File: config.mk
export PLATFORM = sky130hd
export DESIGN_NAME = rtd_bank
export DESIGN_NICKNAME = d
export VERILOG_FILES = /design/src/logic/rtd_pkg.sv /design/src/logic/rtd_prbs_gen.sv /design/src/logic/rtd_bank.sv
export SDC_FILE = /design/constraint.sdc
export NUM_CORES = 1
export LEC_CHECK = 0
export BUFFER_PORTS_ARGS = -buffer_cell sky130_fd_sc_hd__buf_2
export CORE_UTILIZATION = 57
export CTS_BUF_LIST = sky130_fd_sc_hd__clkbuf_16
export CTS_CLUSTER_SIZE = 8
export DETAILED_ROUTE_END_ITERATION = 6
export GPL_ROUTABILITY_DRIVEN = 0
export MAX_ROUTING_LAYER = met4
export PLACE_DENSITY = 0.88
export SLEW_MARGIN = 20
export SYNTH_ARGS = -nofsm -noshare
export SYNTH_HDL_FRONTEND = slang
export SYNTH_HIERARCHICAL = 1
export SYNTH_SLANG_ARGS = --single-unit
File: constraint.sdc
create_clock -name clock_i -period 2.75 [get_ports clock_i]
set_input_delay 0.275 -clock clock_i [delete_from_list [all_inputs] [get_ports clock_i]]
set_output_delay 0.275 -clock clock_i [all_outputs]
set_load 0.03 [all_outputs]
File: src/logic/rtd_pkg.sv
// Shared constants and carrier types for the receive tuning and diagnostics
// pattern bank. Assumes a byte-wide register port with an 8-bit address.
package rtd_pkg;

  // ----------------------------------------------------------------------
  // address map
  // ----------------------------------------------------------------------
  localparam int NUM_CHAN = 8;
  localparam int CHAN_SHIFT = 5;
  localparam logic [7:0] CHAN_STRIDE = 8'h20;
  localparam logic [4:0] OFS_RX_TUNING = 5'h09;
  localparam logic [4:0] OFS_DIAG_PATTERN = 5'h0A;

  // ----------------------------------------------------------------------
  // field positions
  // ----------------------------------------------------------------------
  localparam int POS_SLICER = 4;
  localparam int POS_EQ_WINDOW = 2;
  localparam int POS_GAIN = 0;
  localparam int POS_PATTERN = 5;
  localparam int POS_PATTERN_CLOCK_SEL = 4;
  localparam int POS_PRBS_INVERT = 3;
  localparam int POS_LOS_CRIT = 2;
  localparam int POS_AIS_EN = 1;
  localparam int POS_AUTO_ONES = 0;

  // ----------------------------------------------------------------------
  // reset values
  // ----------------------------------------------------------------------
  localparam logic [7:0] RST_RX_TUNING = 8'h18;
  localparam logic [7:0] RST_DIAG_PATTERN = 8'h00;

  // ----------------------------------------------------------------------
  // decode tables, indexed by field code
  // ----------------------------------------------------------------------
  localparam logic [6:0] SLICER_PCT [4] = '{7'h28, 7'h32, 7'h3C, 7'h46};
  localparam logic [8:0] EQ_WINDOW_BITS [4] = '{9'h020, 9'h040, 9'h080, 9'h100};
  localparam logic [5:0] GAIN_DB [4] = '{6'h00, 6'h16, 6'h1A, 6'h20};

  // ----------------------------------------------------------------------
  // pattern generator constants
  // ----------------------------------------------------------------------
  localparam int PRBS_LEN = 20;
  localparam int E1_TAP_A = 14;
  localparam int E1_TAP_B = 13;
  localparam int QRSS_TAP_A = 19;
  localparam int QRSS_TAP_B = 16;
  localparam logic [3:0] QRSS_ZERO_LIMIT = 4'hE;
  localparam logic [PRBS_LEN-1:0] PRBS_SEED = 20'hFFFFF;
  localparam logic [2:0] INBAND_MIN_LEN = 3'h5;

  typedef enum logic [1:0] {
    RTD_PATT_NORMAL = 2'h0,
    RTD_PATT_ONES = 2'h1,
    RTD_PATT_PRBS = 2'h2,
    RTD_PATT_INBAND = 2'h3
  } rtd_pattern_t;

  typedef struct packed {
    logic [1:0] reserved;
    logic [1:0] slicer_threshold_sel;
    logic [1:0] eq_observe_window_sel;
    logic [1:0] monitor_gain_sel;
  } rtd_tuning_t;

  typedef struct packed {
    logic reserved;
    rtd_pattern_t tx_pattern_sel;
    logic pattern_clock_sel;
    logic prbs_invert;
    logic los_ais_criterion_sel;
    logic ais_on_los_enable;
    logic auto_all_ones_on_los;
  } rtd_diag_t;

  typedef struct packed {
    logic pos;
    logic neg;
    logic clk;
  } rtd_rail_t;

endpackage : rtd_pkg

File: src/logic/rtd_prbs_gen.sv
// Pseudo-random pattern source: 2^15-1 in E1 mode, 2^20-1 with zero
// suppression otherwise. Advances one bit per step pulse.
module rtd_prbs_gen (
  input wire logic clock_i,
  input wire logic nrst_i,
  input wire logic step_i,
  input wire logic e1_mode_i,
  output logic bit_o
);

  logic [rtd_pkg::PRBS_LEN-1:0] lfsr;
  logic [3:0] zero_run;
  logic fb;

  always_comb begin
    if (e1_mode_i) begin
      fb = lfsr[rtd_pkg::E1_TAP_A] ^ lfsr[rtd_pkg::E1_TAP_B];
    end else begin
      fb = lfsr[rtd_pkg::QRSS_TAP_A] ^ lfsr[rtd_pkg::QRSS_TAP_B];
    end
  end

  always_ff @(posedge clock_i or negedge nrst_i) begin
    if (!nrst_i) begin
      lfsr <= rtd_pkg::PRBS_SEED;
    end else if (step_i) begin
      // a stuck all-zero state can only come from a mode switch; reseed
      if (lfsr == '0) begin
        lfsr <= rtd_pkg::PRBS_SEED;
      end else begin
        lfsr <= {lfsr[rtd_pkg::PRBS_LEN-2:0], fb};
      end
    end
  end

  // qrss forces a one after fourteen zeros in a row
  always_ff @(posedge clock_i or negedge nrst_i) begin
    if (!nrst_i) begin
      zero_run <= 4'h0;
      bit_o <= 1'b0;
    end else if (step_i) begin
      if (!e1_mode_i && zero_run >= rtd_pkg::QRSS_ZERO_LIMIT) begin
        bit_o <= 1'b1;
        zero_run <= 4'h0;
      end else begin
        bit_o <= fb;
        zero_run <= fb ? 4'h0 : zero_run + 4'h1;
      end
    end
  end

endmodule : rtd_prbs_gen

File: src/logic/rtd_bank.sv
// Per-channel receive tuning and diagnostics pattern control for eight channels.
// Assumes a synchronous byte register port and sampled line-side strobes.
//
// Behaviour
// - slicer code 00..11 gives 40/50/60/70 percent threshold, reset 01
// - equalizer window code gives 32/64/128/256 bits, reset 10
// - monitor gain code gives 0/22/26/32 dB boost, reset 00
// - pattern 00 sends normal data, or all zeros when pattern clock bit set
// - pattern 01 replaces transmit data with all ones
// - pattern 10 sends 2^15-1 prbs in E1, 2^20-1 qrss otherwise
// - pattern 11 repeats the programmed inband loopback code
// - pattern clock bit picks channel transmit clock (0) or master clock (1)
// - prbs invert flips pattern before transmit and before receive checking
// - criterion bit selects default or alternate los and ais criteria
// - with ais enabled and los present, receive rails and clock carry ais
// - auto all-ones sends ones during los, only with pattern 01
// - pattern register repeated per channel at 0x0A plus 0x20 stride, resets 0
//
// Decided for this implementation: the address-and-strobe port.
module rtd_bank #(
  parameter int NUM_CHAN = rtd_pkg::NUM_CHAN
) (
  input wire logic clock_i,
  input wire logic nrst_i,
  // register port
  input wire logic [7:0] reg_addr_i,
  input wire logic [7:0] reg_wdata_i,
  input wire logic reg_wr_i,
  input wire logic reg_rd_i,
  output logic [7:0] reg_rdata_o,
  // line and framer side
  input wire logic e1_mode_i,
  input wire logic mclk_tick_i,
  input wire logic [NUM_CHAN-1:0] chan_tx_clock_in_i,
  input wire logic [NUM_CHAN-1:0] tx_data_i,
  input wire logic [NUM_CHAN-1:0][7:0] inband_code_i,
  input wire logic [NUM_CHAN-1:0][1:0] inband_len_sel_i,
  input wire logic [NUM_CHAN-1:0] los_i,
  input wire rtd_pkg::rtd_rail_t [NUM_CHAN-1:0] rx_rail_i,
  output rtd_pkg::rtd_rail_t [NUM_CHAN-1:0] rx_rail_o,
  output logic [NUM_CHAN-1:0] rx_check_data_o,
  output logic [NUM_CHAN-1:0] line_tx_pos_o,
  output logic [NUM_CHAN-1:0] line_tx_neg_o,
  output logic [NUM_CHAN-1:0] tx_bit_strobe_o,
  // receiver settings toward the analog front end
  output logic [NUM_CHAN-1:0][6:0] slicer_pct_o,
  output logic [NUM_CHAN-1:0][8:0] eq_window_bits_o,
  output logic [NUM_CHAN-1:0][5:0] monitor_gain_db_o,
  output logic [NUM_CHAN-1:0] los_ais_criterion_sel_o
);

  // ----------------------------------------------------------------------
  // elaboration checks
  // ----------------------------------------------------------------------
  if (NUM_CHAN < 1 || NUM_CHAN > (1 << (8 - rtd_pkg::CHAN_SHIFT))) begin : g_bad_chan
    $error("NUM_CHAN must fit the three channel address bits");
  end

  if (rtd_pkg::OFS_RX_TUNING == rtd_pkg::OFS_DIAG_PATTERN) begin : g_bad_map
    $error("the two register offsets must differ");
  end

  if (32'(rtd_pkg::INBAND_MIN_LEN) + 3 > 8) begin : g_bad_inband
    $error("the longest inband code must fit the eight code bits");
  end

  // ----------------------------------------------------------------------
  // register port decode
  // ----------------------------------------------------------------------
  logic [2:0] addr_chan;
  logic [4:0] addr_ofs;
  logic chan_ok;

  assign addr_chan = reg_addr_i[7:rtd_pkg::CHAN_SHIFT];
  assign addr_ofs = reg_addr_i[rtd_pkg::CHAN_SHIFT-1:0];
  assign chan_ok = (32'(addr_chan) < NUM_CHAN);

  rtd_pkg::rtd_tuning_t tuning [NUM_CHAN];
  rtd_pkg::rtd_diag_t diag [NUM_CHAN];
  logic [7:0] next_rdata;

  // unmapped addresses and absent channels read zero
  always_comb begin
    next_rdata = 8'h00;
    if (chan_ok && addr_ofs == rtd_pkg::OFS_RX_TUNING) begin
      next_rdata = tuning[addr_chan];
    end else if (chan_ok && addr_ofs == rtd_pkg::OFS_DIAG_PATTERN) begin
      next_rdata = diag[addr_chan];
    end
  end

  // read data stand only in the cycle after the read strobe
  always_ff @(posedge clock_i or negedge nrst_i) begin
    if (!nrst_i) begin
      reg_rdata_o <= 8'h00;
    end else if (reg_rd_i) begin
      reg_rdata_o <= next_rdata;
    end else begin
      reg_rdata_o <= 8'h00;
    end
  end

  // ----------------------------------------------------------------------
  // per-channel logic
  // ----------------------------------------------------------------------
  for (genvar ch = 0; ch < NUM_CHAN; ch++) begin : g_chan
    logic wr_sel;
    logic tclk_q;
    logic tx_tick;
    logic prbs_bit;
    logic next_bit;
    logic mark_pol;
    logic ais_on;
    logic ais_clk;
    logic ais_pol;
    logic [2:0] ib_idx;
    logic [2:0] ib_last;
    logic [2:0] next_ib_idx;
    logic next_tx_pos;
    logic next_tx_neg;
    logic next_mark_pol;
    logic next_ais_clk;
    logic next_ais_pol;
    rtd_pkg::rtd_tuning_t next_tuning;
    rtd_pkg::rtd_diag_t next_diag;
    rtd_pkg::rtd_rail_t next_rx_rail;

    assign wr_sel = reg_wr_i && chan_ok && (32'(addr_chan) == ch);

    // ----------------------------------------------------------------------
    // channel registers
    // ----------------------------------------------------------------------
    // reserved bits are dropped on write so that they always read zero
    always_comb begin
      next_tuning = tuning[ch];
      if (wr_sel && addr_ofs == rtd_pkg::OFS_RX_TUNING) begin
        next_tuning = {2'h0, reg_wdata_i[5:0]};
      end
    end

    always_comb begin
      next_diag = diag[ch];
      if (wr_sel && addr_ofs == rtd_pkg::OFS_DIAG_PATTERN) begin
        next_diag = {1'b0, reg_wdata_i[6:0]};
      end
    end

    always_ff @(posedge clock_i or negedge nrst_i) begin
      if (!nrst_i) begin
        tuning[ch] <= rtd_pkg::RST_RX_TUNING;
      end else begin
        tuning[ch] <= next_tuning;
      end
    end

    always_ff @(posedge clock_i or negedge nrst_i) begin
      if (!nrst_i) begin
        diag[ch] <= rtd_pkg::RST_DIAG_PATTERN;
      end else begin
        diag[ch] <= next_diag;
      end
    end

    // ----------------------------------------------------------------------
    // receiver tuning decode toward the analog front end
    // ----------------------------------------------------------------------
    always_ff @(posedge clock_i or negedge nrst_i) begin
      if (!nrst_i) begin
        slicer_pct_o[ch] <= 7'h00;
      end else begin
        slicer_pct_o[ch] <= rtd_pkg::SLICER_PCT[tuning[ch].slicer_threshold_sel];
      end
    end

    always_ff @(posedge clock_i or negedge nrst_i) begin
      if (!nrst_i) begin
        eq_window_bits_o[ch] <= 9'h000;
      end else begin
        eq_window_bits_o[ch] <=
          rtd_pkg::EQ_WINDOW_BITS[tuning[ch].eq_observe_window_sel];
      end
    end

    always_ff @(posedge clock_i or negedge nrst_i) begin
      if (!nrst_i) begin
        monitor_gain_db_o[ch] <= 6'h00;
      end else begin
        monitor_gain_db_o[ch] <= rtd_pkg::GAIN_DB[tuning[ch].monitor_gain_sel];
      end
    end

    always_ff @(posedge clock_i or negedge nrst_i) begin
      if (!nrst_i) begin
        los_ais_criterion_sel_o[ch] <= 1'b0;
      end else begin
        los_ais_criterion_sel_o[ch] <= diag[ch].los_ais_criterion_sel;
      end
    end

    // ----------------------------------------------------------------------
    // bit timing: channel clock rising edge or master tick
    // ----------------------------------------------------------------------
    // the channel clock is taken as a level, so an edge tick needs the
    // previous sample; a channel clock that stops gives no further bits
    always_ff @(posedge clock_i or negedge nrst_i) begin
      if (!nrst_i) begin
        tclk_q <= 1'b0;
      end else begin
        tclk_q <= chan_tx_clock_in_i[ch];
      end
    end

    always_comb begin
      if (diag[ch].pattern_clock_sel) begin
        tx_tick = mclk_tick_i;
      end else begin
        tx_tick = chan_tx_clock_in_i[ch] && !tclk_q;
      end
    end

    rtd_prbs_gen u_prbs (
      .clock_i(clock_i),
      .nrst_i(nrst_i),
      .step_i(tx_tick),
      .e1_mode_i(e1_mode_i),
      .bit_o(prbs_bit)
    );

    // ----------------------------------------------------------------------
    // pattern selection
    // ----------------------------------------------------------------------
    // inband code walks msb first over the programmed 5..8 bit length
    assign ib_last = rtd_pkg::INBAND_MIN_LEN + {1'b0, inband_len_sel_i[ch]} - 3'h1;

    always_comb begin
      next_ib_idx = ib_idx;
      if (tx_tick) begin
        next_ib_idx = (ib_idx >= ib_last) ? 3'h0 : ib_idx + 3'h1;
      end
    end

    always_ff @(posedge clock_i or negedge nrst_i) begin
      if (!nrst_i) begin
        ib_idx <= 3'h0;
      end else begin
        ib_idx <= next_ib_idx;
      end
    end

    always_comb begin
      next_bit = tx_data_i[ch];
      unique case (diag[ch].tx_pattern_sel)
        rtd_pkg::RTD_PATT_NORMAL: begin
          next_bit = diag[ch].pattern_clock_sel ? 1'b0 : tx_data_i[ch];
        end
        rtd_pkg::RTD_PATT_ONES: begin
          // with auto mode the ones are held back until los
          if (diag[ch].auto_all_ones_on_los) begin
            next_bit = los_i[ch] ? 1'b1 : tx_data_i[ch];
          end else begin
            next_bit = 1'b1;
          end
        end
        rtd_pkg::RTD_PATT_PRBS: begin
          next_bit = prbs_bit ^ diag[ch].prbs_invert;
        end
        rtd_pkg::RTD_PATT_INBAND: begin
          next_bit = inband_code_i[ch][ib_last - ib_idx];
        end
      endcase
    end

    // ----------------------------------------------------------------------
    // transmit: ami rails, updated once per bit period
    // ----------------------------------------------------------------------
    always_comb begin
      next_tx_pos = line_tx_pos_o[ch];
      next_tx_neg = line_tx_neg_o[ch];
      next_mark_pol = mark_pol;
      if (tx_tick) begin
        next_tx_pos = next_bit && !mark_pol;
        next_tx_neg = next_bit && mark_pol;
        next_mark_pol = mark_pol ^ next_bit;
      end
    end

    always_ff @(posedge clock_i or negedge nrst_i) begin
      if (!nrst_i) begin
        line_tx_pos_o[ch] <= 1'b0;
        line_tx_neg_o[ch] <= 1'b0;
        mark_pol <= 1'b0;
        tx_bit_strobe_o[ch] <= 1'b0;
      end else begin
        line_tx_pos_o[ch] <= next_tx_pos;
        line_tx_neg_o[ch] <= next_tx_neg;
        mark_pol <= next_mark_pol;
        tx_bit_strobe_o[ch] <= tx_tick;
      end
    end

    // ----------------------------------------------------------------------
    // receive: ais replaces rails and clock during los
    // ----------------------------------------------------------------------
    // the ais source runs without los too, so insertion may start mid-period
    assign ais_on = diag[ch].ais_on_los_enable && los_i[ch];

    always_comb begin
      next_ais_clk = ais_clk;
      next_ais_pol = ais_pol;
      if (mclk_tick_i) begin
        next_ais_clk = !ais_clk;
        next_ais_pol = ais_pol ^ !ais_clk;
      end
    end

    always_ff @(posedge clock_i or negedge nrst_i) begin
      if (!nrst_i) begin
        ais_clk <= 1'b0;
        ais_pol <= 1'b0;
      end else begin
        ais_clk <= next_ais_clk;
        ais_pol <= next_ais_pol;
      end
    end

    always_comb begin
      next_rx_rail = rx_rail_i[ch];
      if (ais_on) begin
        // every bit a mark, alternating rails, free-running clock
        next_rx_rail.pos = !ais_pol;
        next_rx_rail.neg = ais_pol;
        next_rx_rail.clk = ais_clk;
      end
    end

    always_ff @(posedge clock_i or negedge nrst_i) begin
      if (!nrst_i) begin
        rx_rail_o[ch] <= '0;
      end else begin
        rx_rail_o[ch] <= next_rx_rail;
      end
    end

    // the checker sees line marks after the same inversion as the transmit prbs
    always_ff @(posedge clock_i or negedge nrst_i) begin
      if (!nrst_i) begin
        rx_check_data_o[ch] <= 1'b0;
      end else begin
        rx_check_data_o[ch] <= (rx_rail_i[ch].pos | rx_rail_i[ch].neg)
                               ^ diag[ch].prbs_invert;
      end
    end
  end

endmodule : rtd_bank

==> results of run 1 <==
[registers in the layout, indices dropped and copies added, names as in the netlist, 24 cells and up]
name                    count
g_chan.u_prbs/lfsr        160
diag                       56
slicer_pct_o               48
tuning                     48
eq_window_bits_o           32
g_chan.u_prbs/zero_run     32
monitor_gain_db_o          32
g_chan.ib_idx              24
rx_rail_o                  24
[cells in the mapped netlist (6+ instances only)]
| cell type | count |
|---|---|
| dfrtp_1 | 367 |
| dfstp_2 | 176 |
| o22a_2 | 152 |
| inv_1 | 140 |
| mux2_2 | 137 |
| ha_1 | 112 |
| buf_4 | 73 |
| nand2_1 | 69 |
| o21ai_0 | 44 |
| mux4_2 | 40 |
| nor4_1 | 40 |
| xnor2_1 | 38 |
| mux2i_1 | 34 |
| nor2_1 | 34 |
| nor2b_1 | 30 |
| clkbuf_1 | 26 |
| nand3_1 | 24 |
| a21o_1 | 22 |
| nor3b_1 | 21 |
| a21oi_1 | 18 |
| o22ai_1 | 18 |
| xor2_1 | 18 |
| buf_6 | 16 |
| nand2b_1 | 16 |
| a31oi_1 | 14 |
| buf_2 | 11 |
| and2_1 | 10 |
| a211oi_1 | 9 |
| o21ai_2 | 9 |
| fa_1 | 8 |
| o22a_1 | 8 |
| or2_2 | 8 |
| mux2_1 | 7 |
| o21a_1 | 7 |
| o2bb2ai_1 | 7 |
| or4_1 | 7 |
| or4_4 | 7 |
| a211o_1 | 6 |
| nor2_2 | 6 |
| nor3_1 | 6 |
| o21bai_1 | 6 |
[critical path: stages, from the launching register on]
cell     delay [ns]
dfrtp_1        0.41
ha_1           0.23
inv_1          0.07
fa_1           0.41
xor2_2         0.30
mux2_2         0.37
o22ai_1        0.17
o21ai_0        0.17
ha_1           0.31
a21oi_1        0.13
[through the flow]
stage	util	area, um^2	std cells	setup slack (ns)
2_1_floorplan	-	24700	1882	0.396
3_3_place_gp	0.630	26600	2665	0.251
3_5_place_dp	0.630	26600	2665	0.0974
4_1_cts	0.691	29100	2838	0.101
5_1_grt	0.692	29200	2842	-0.0490
6_report	0.692	29200	2842	0.0969
[cells by family (layout without fill, tap and decap cells)]
kind of cell             after synthesis  after routing  share of synthesized area
buffers and inverters                268            685                     0.0577
adder cells (fa/ha/maj)              120            120                     0.0637
other                                  1             61                   0.000153
flip-flops                           543            543                      0.563
AO/OA/AOI/OAI                        331            331                      0.112
multiplexers                         218            218                      0.117
AND/OR/NAND/NOR                      289            289                     0.0667
XOR/XNOR                              56             56                     0.0200
[power groups by stage]
stage / Sequential, mW / Clock, mW / Combinational (mW)
floorplan: 11.1 / 0 / 3.41
global placement: 10.9 / 0 / 4.54
detailed placement: 11.1 / 0 / 4.87
CTS: 11.0 / 8.69 / 4.96
global route: 11.2 / 9.06 / 5.48
finish: 11.0 / 8.54 / 4.98
[metal layers]
metal / routed length (um) / share of wire
met5: 0 / 0
met4: 2420 / 0.042
met2: 29000 / 0.51
met1: 23000 / 0.40
met3: 3020 / 0.053
[final cells by class]
| type | count | area (um^2) |
|---|---|---|
| Antenna cell | 4 | 10.0 |
| Clock buffer | 79 | 1980 |
| Sequential cell | 543 | 13800 |
| Timing Repair Buffer | 403 | 2370 |
| Fill cell | 2713 | 13000 |
| Tap cell | 539 | 674 |
| Clock inverter | 61 | 264 |
| Multi-Input combinational cell | 1071 | 9510 |
| Inverter | 142 | 533 |
[worst min-delay path by stage]
stage              from                             end  slack, ns
2_1_floorplan    nrst_i             diag[0]$_DFFE_PN0P_      -0.02
6_report       los_i[7]         rx_rail_o[23]$_DFF_PN0_       0.05
3_3_place_gp     nrst_i  eq_window_bits_o[14]$_DFF_PN0_       0.28
4_1_cts        los_i[7]         rx_rail_o[23]$_DFF_PN0_       0.04
5_1_grt        los_i[7]         rx_rail_o[23]$_DFF_PN0_       0.06
3_5_place_dp     nrst_i  eq_window_bits_o[35]$_DFF_PN0_       0.29
[timing repair]
item	CTS	global route
endpoints found under the setup margin	0	6
hold buffers	33	0
gates resized for setup	0	2
hold endpoints to repair	85	0
==> flow_summary.ini, run 1 <==
[status]
status = completed

[placed_design]
hpwlAfterDp_mm = 38.9
portBuffers = 339

[setup_path]
r2r_slack_ns = 0.1
setup.worst_path.end = g_chan[1].mark_pol$_DFFE_PN0P_
path_class = flop to flop
worst_r2r_path_depth = 9
crit_arrival_ns = 3.15
crit_path_start = g_chan[1].ib_idx[0]$_DFFE_PN0P_
cp-start-kind = flop
critPathCaptureType = flop
cp_max_fo = 4
r2r-end = g_chan[1].mark_pol$_DFFE_PN0P_
reg2reg_from = g_chan[1].ib_idx[0]$_DFFE_PN0P_
cp_data_required_time_ns = 3.25

[worst_hold_path]
holdPathStages = 3
hold_class = input port to flop

[power_and_ir_drop]
vdd_drop_max_mv = 0.527
sw_frac_of_total = 0.295
p_sw_mw = 7.23
p_leak_nw = 13.9
fin_total_pwr_mw = 24.5
pwr_density_cell_nw_per_um2 = 841
pwr-share-seq = 0.449
p_comb_frac = 0.203
clkPwrFrac = 0.348
p_int_mw = 17.3

[timing]
setup_viol = 0
worst_slew_pin_slew_ns = 0.815
finalCriticalPeriod_ns = 2.65
clock_skew_ns = 0.0198
finalHoldViolCount = 0
fmax_mhz = 377
max_slew_margin = 0.457
tns_ns = 0
hold_slack_ns = 0.0542
slew_viol_final = 0
post-route-period-util = 0.965

[grt]
grt.busiest_layer = met2
antenna_found_initial = 4
grt_max_degree = 82
grtUsageMet2 = 0.459
grt_use_met1 = 0.330
grt_util_met3 = 0.0465
grt_pass1_vias = 17200
grt_pass1_wl_mm = 91.9
grt-ovfl-total = 0
track_usage = 0.277

[detailed_routing]
ant_nets = 0
drcViolationCount = 0
wl_per_cell_um = 20.2
via_per_inst = 5.67
drt_iter0_drc = 1161
dr.pass1.iters = 5
totalWireLength_mm = 57.4
dr_total_vias = 16100

[finish]
final_common_cell = dfrtp_1
area_growth_pct = 18.9
final_cell_mix = dfrtp_1 (367), buf_2 (338), inv_1 (197), dfstp_2 (176), o22a_2 (152)
nNetsFinal = 2508
drive_gt1_frac = 0.435

[die]
num_io_pins = 398
die_area_um2 = 43800
die_h_um = 209
rows = 75
core_area_um2 = 42100
start_util = 0.582
die_w_um = 209

[logic_synthesis]
avgSynthCellArea_um2 = 13.4
synth_top_area_cell = dfrtp_1
synth.ff_latch_count = 543
ys_top_cells_by_area = dfrtp_1 (37%), dfstp_2 (19%), mux2_2 (6.3%)
mappedNetlistArea_um2 = 24500
ys_warn_count = 6
synth_ff_type = dfrtp_1
synth_cell_types = 53
syn_inst = 1826
ys_seq_area_frac = 0.563
synth_edf_count = 0
async_flop_share = 1.00
yosys.area.top_type_share = 0.375

[clocking]
clk_path_buf_depth = 3
clk_latency_ns = 0.59
clockRootBuffer = clkbuf_16
h-tree-depth = 3
cts_tree = done
numCtsBuffers = 77
cts_sinks = 543
clkSlewWorstSetupHoldPaths_ns = 0.05
post-cts-setup-buffers = 0

[flow_run]
cap_violations = 0
(Power assumes the default switching activity.)
==> run 2: changes to the inputs <==
--- a/config.mk
+++ b/config.mk
@@ -6,13 +6,14 @@
 export NUM_CORES = 1
 export LEC_CHECK = 0
 export BUFFER_PORTS_ARGS = -buffer_cell sky130_fd_sc_hd__buf_2
+export CAP_MARGIN = 20
 export CORE_UTILIZATION = 57
 export CTS_BUF_LIST = sky130_fd_sc_hd__clkbuf_16
 export CTS_CLUSTER_SIZE = 8
 export DETAILED_ROUTE_END_ITERATION = 6
 export GPL_ROUTABILITY_DRIVEN = 0
-export MAX_ROUTING_LAYER = met4
 export PLACE_DENSITY = 0.88
+export RECOVER_POWER = 25
 export SLEW_MARGIN = 20
 export SYNTH_ARGS = -nofsm -noshare
 export SYNTH_HDL_FRONTEND = slang
==> flow_summary.ini, run 2 (same netlist as run 1, synthesis figures left out) <==
[status]
status = complete, but fails checks
violations = capacitance limit, slew limit

[clocking]
post-cts-setup-buffers = 0
h-tree-depth = 3
numCtsBuffers = 77
cts_tree = done
clkSlewWorstSetupHoldPaths_ns = 0.05
clk_path_buf_depth = 3
clk_latency_ns = 0.59
clockRootBuffer = clkbuf_16
cts_sinks = 543

[finish]
finalCoreUtilization = 0.691
final_common_cell = dfrtp_1
drive_gt1_frac = 0.423
top_regs = g_chan.u_prbs/lfsr x160, diag x56
nNetsFinal = 2508
largest_reg_flops = 160
area_growth_pct = 18.8
fin_area_um2 = 29100
stdcell_count = 2840
fillers = 2722
top_register = g_chan.u_prbs/lfsr
final_cell_mix = dfrtp_1 (367), buf_2 (329), inv_1 (197), dfstp_2 (160), o22a_2 (152)

[worst_hold_path]
whs_endpoint = rx_rail_o[23]$_DFF_PN0_
holdPathStages = 3
min_from = los_i[7]
hold_class = input port to flop

[detailed_routing]
wl_per_cell_um = 20.3
dr_total_vias = 16200
totalWireLength_mm = 57.6
ant_nets = 0
via_per_inst = 5.70
dr.pass1.iters = 5
drt_iter0_drc = 1130
drcViolationCount = 0

[timing]
fmax_mhz = 378
clock_skew_ns = 0.0213
finalHoldViolCount = 0
setup_viol = 0
slew_viol_final = 62
max_slew_margin = -0.322
hold_slack_ns = 0.0551
fin_ws_ns = 0.103
finalCriticalPeriod_ns = 2.65
tns_ns = 0
post-route-period-util = 0.963
worst_slew_pin_slew_ns = 1.98

[grt]
track_usage = 0.269
grtUsageMet2 = 0.459
grt-ovfl-total = 0
grt_pass1_vias = 17200
grt_max_degree = 82
grt_util_met3 = 0.0509
grt.busiest_layer = met2
grt_pass1_wl_mm = 92.0
antenna_found_initial = 3
grt_use_met1 = 0.329

[setup_path]
path_class = flop to flop
cp_data_required_time_ns = 3.25
worst_r2r_path_depth = 9
reg2reg_from = g_chan[1].ib_idx[0]$_DFFE_PN0P_
critPathCaptureType = flop
r2r_slack_ns = 0.10
r2r-end = g_chan[1].mark_pol$_DFFE_PN0P_
crit_arrival_ns = 3.15
cp-start-kind = flop
cp_max_fo = 4

[die]
core_area_um2 = 42100
die_area_um2 = 43800
die_w_um = 209
rows = 75
die_h_um = 209
num_io_pins = 398
start_util = 0.582

[flow_run]
cap_violations = 1

[power_and_ir_drop]
fin_total_pwr_mw = 24.5
vdd_drop_max_mv = 0.528
pwr_density_cell_nw_per_um2 = 842
p_leak_nw = 13.8

[placed_design]
dp_cells = 2665
hpwlAfterDp_mm = 38.9
placed_area_um2 = 26600
portBuffers = 339
post-place-ws_ns = 0.0974
run 2: report_power, final:
group / internal (mW) / leakage, nW / switching, mW
registers: 9.75 / 6.57 / 1.25
clock network: 5.14 / 1.30 / 3.40
logic: 2.39 / 5.95 / 2.59
run 2: worst max-delay path, stage by stage, from the launching register on:
cell,delay [ns]
dfrtp_1,0.41
ha_1,0.24
inv_1,0.07
fa_1,0.41
xor2_2,0.31
mux2_2,0.37
o22ai_1,0.16
o21ai_0,0.16
ha_1,0.30
a21oi_1,0.13
run 2: final cells by class:
| class | instances | area (um^2) | area share |
|---|---|---|---|
| tap | 539 | 674 | 0.0232 |
| antenna | 2 | 5.00 | 0.000172 |
| timing repair buffer | 403 | 2330 | 0.0802 |
| sequential | 543 | 13800 | 0.474 |
| inverter | 142 | 533 | 0.0183 |
| clock buffer | 79 | 1980 | 0.0679 |
| clock inverter | 61 | 264 | 0.00907 |
| multi-input combinational | 1071 | 9510 | 0.327 |
run 2: routing by layer:
| layer | up-vias | wire [um] |
|---|---|---|
| met3 | 151 | 3580 |
| met1 | 8135 | 22500 |
| met2 | 646 | 29100 |
| met4 | 4 | 2400 |
| met5 | - | 29 |
| li1 | 7242 | - |
run 2: worst max path at each step:
stage | slack [ns] | endpoint | start
floorplan | 0.40 | line_tx_pos_o[2]$_DFFE_PN0P_ | g_chan[2].ib_idx[0]$_DFFE_PN0P_
global placement | 0.25 | line_tx_neg_o[2]$_DFFE_PN0P_ | inband_len_sel_i[4]
detailed placement | 0.1 | g_chan[2].mark_pol$_DFFE_PN0P_ | inband_len_sel_i[4]
CTS | 0.10 | g_chan[2].mark_pol$_DFFE_PN0P_ | g_chan[2].ib_idx[0]$_DFFE_PN0P_
global route | -0.06 | g_chan[1].mark_pol$_DFFE_PN0P_ | g_chan[1].ib_idx[0]$_DFFE_PN0P_
finish | 0.10 | g_chan[1].mark_pol$_DFFE_PN0P_ | g_chan[1].ib_idx[0]$_DFFE_PN0P_
run 2: what timing repair did:
| action | CTS | global route |
|---|---|---|
| hold buffers | 33 | 0 |
| endpoints found under the hold margin | 85 | 0 |
| resized for setup | 0 | 2 |
| endpoints found under the setup margin | 0 | 6 |
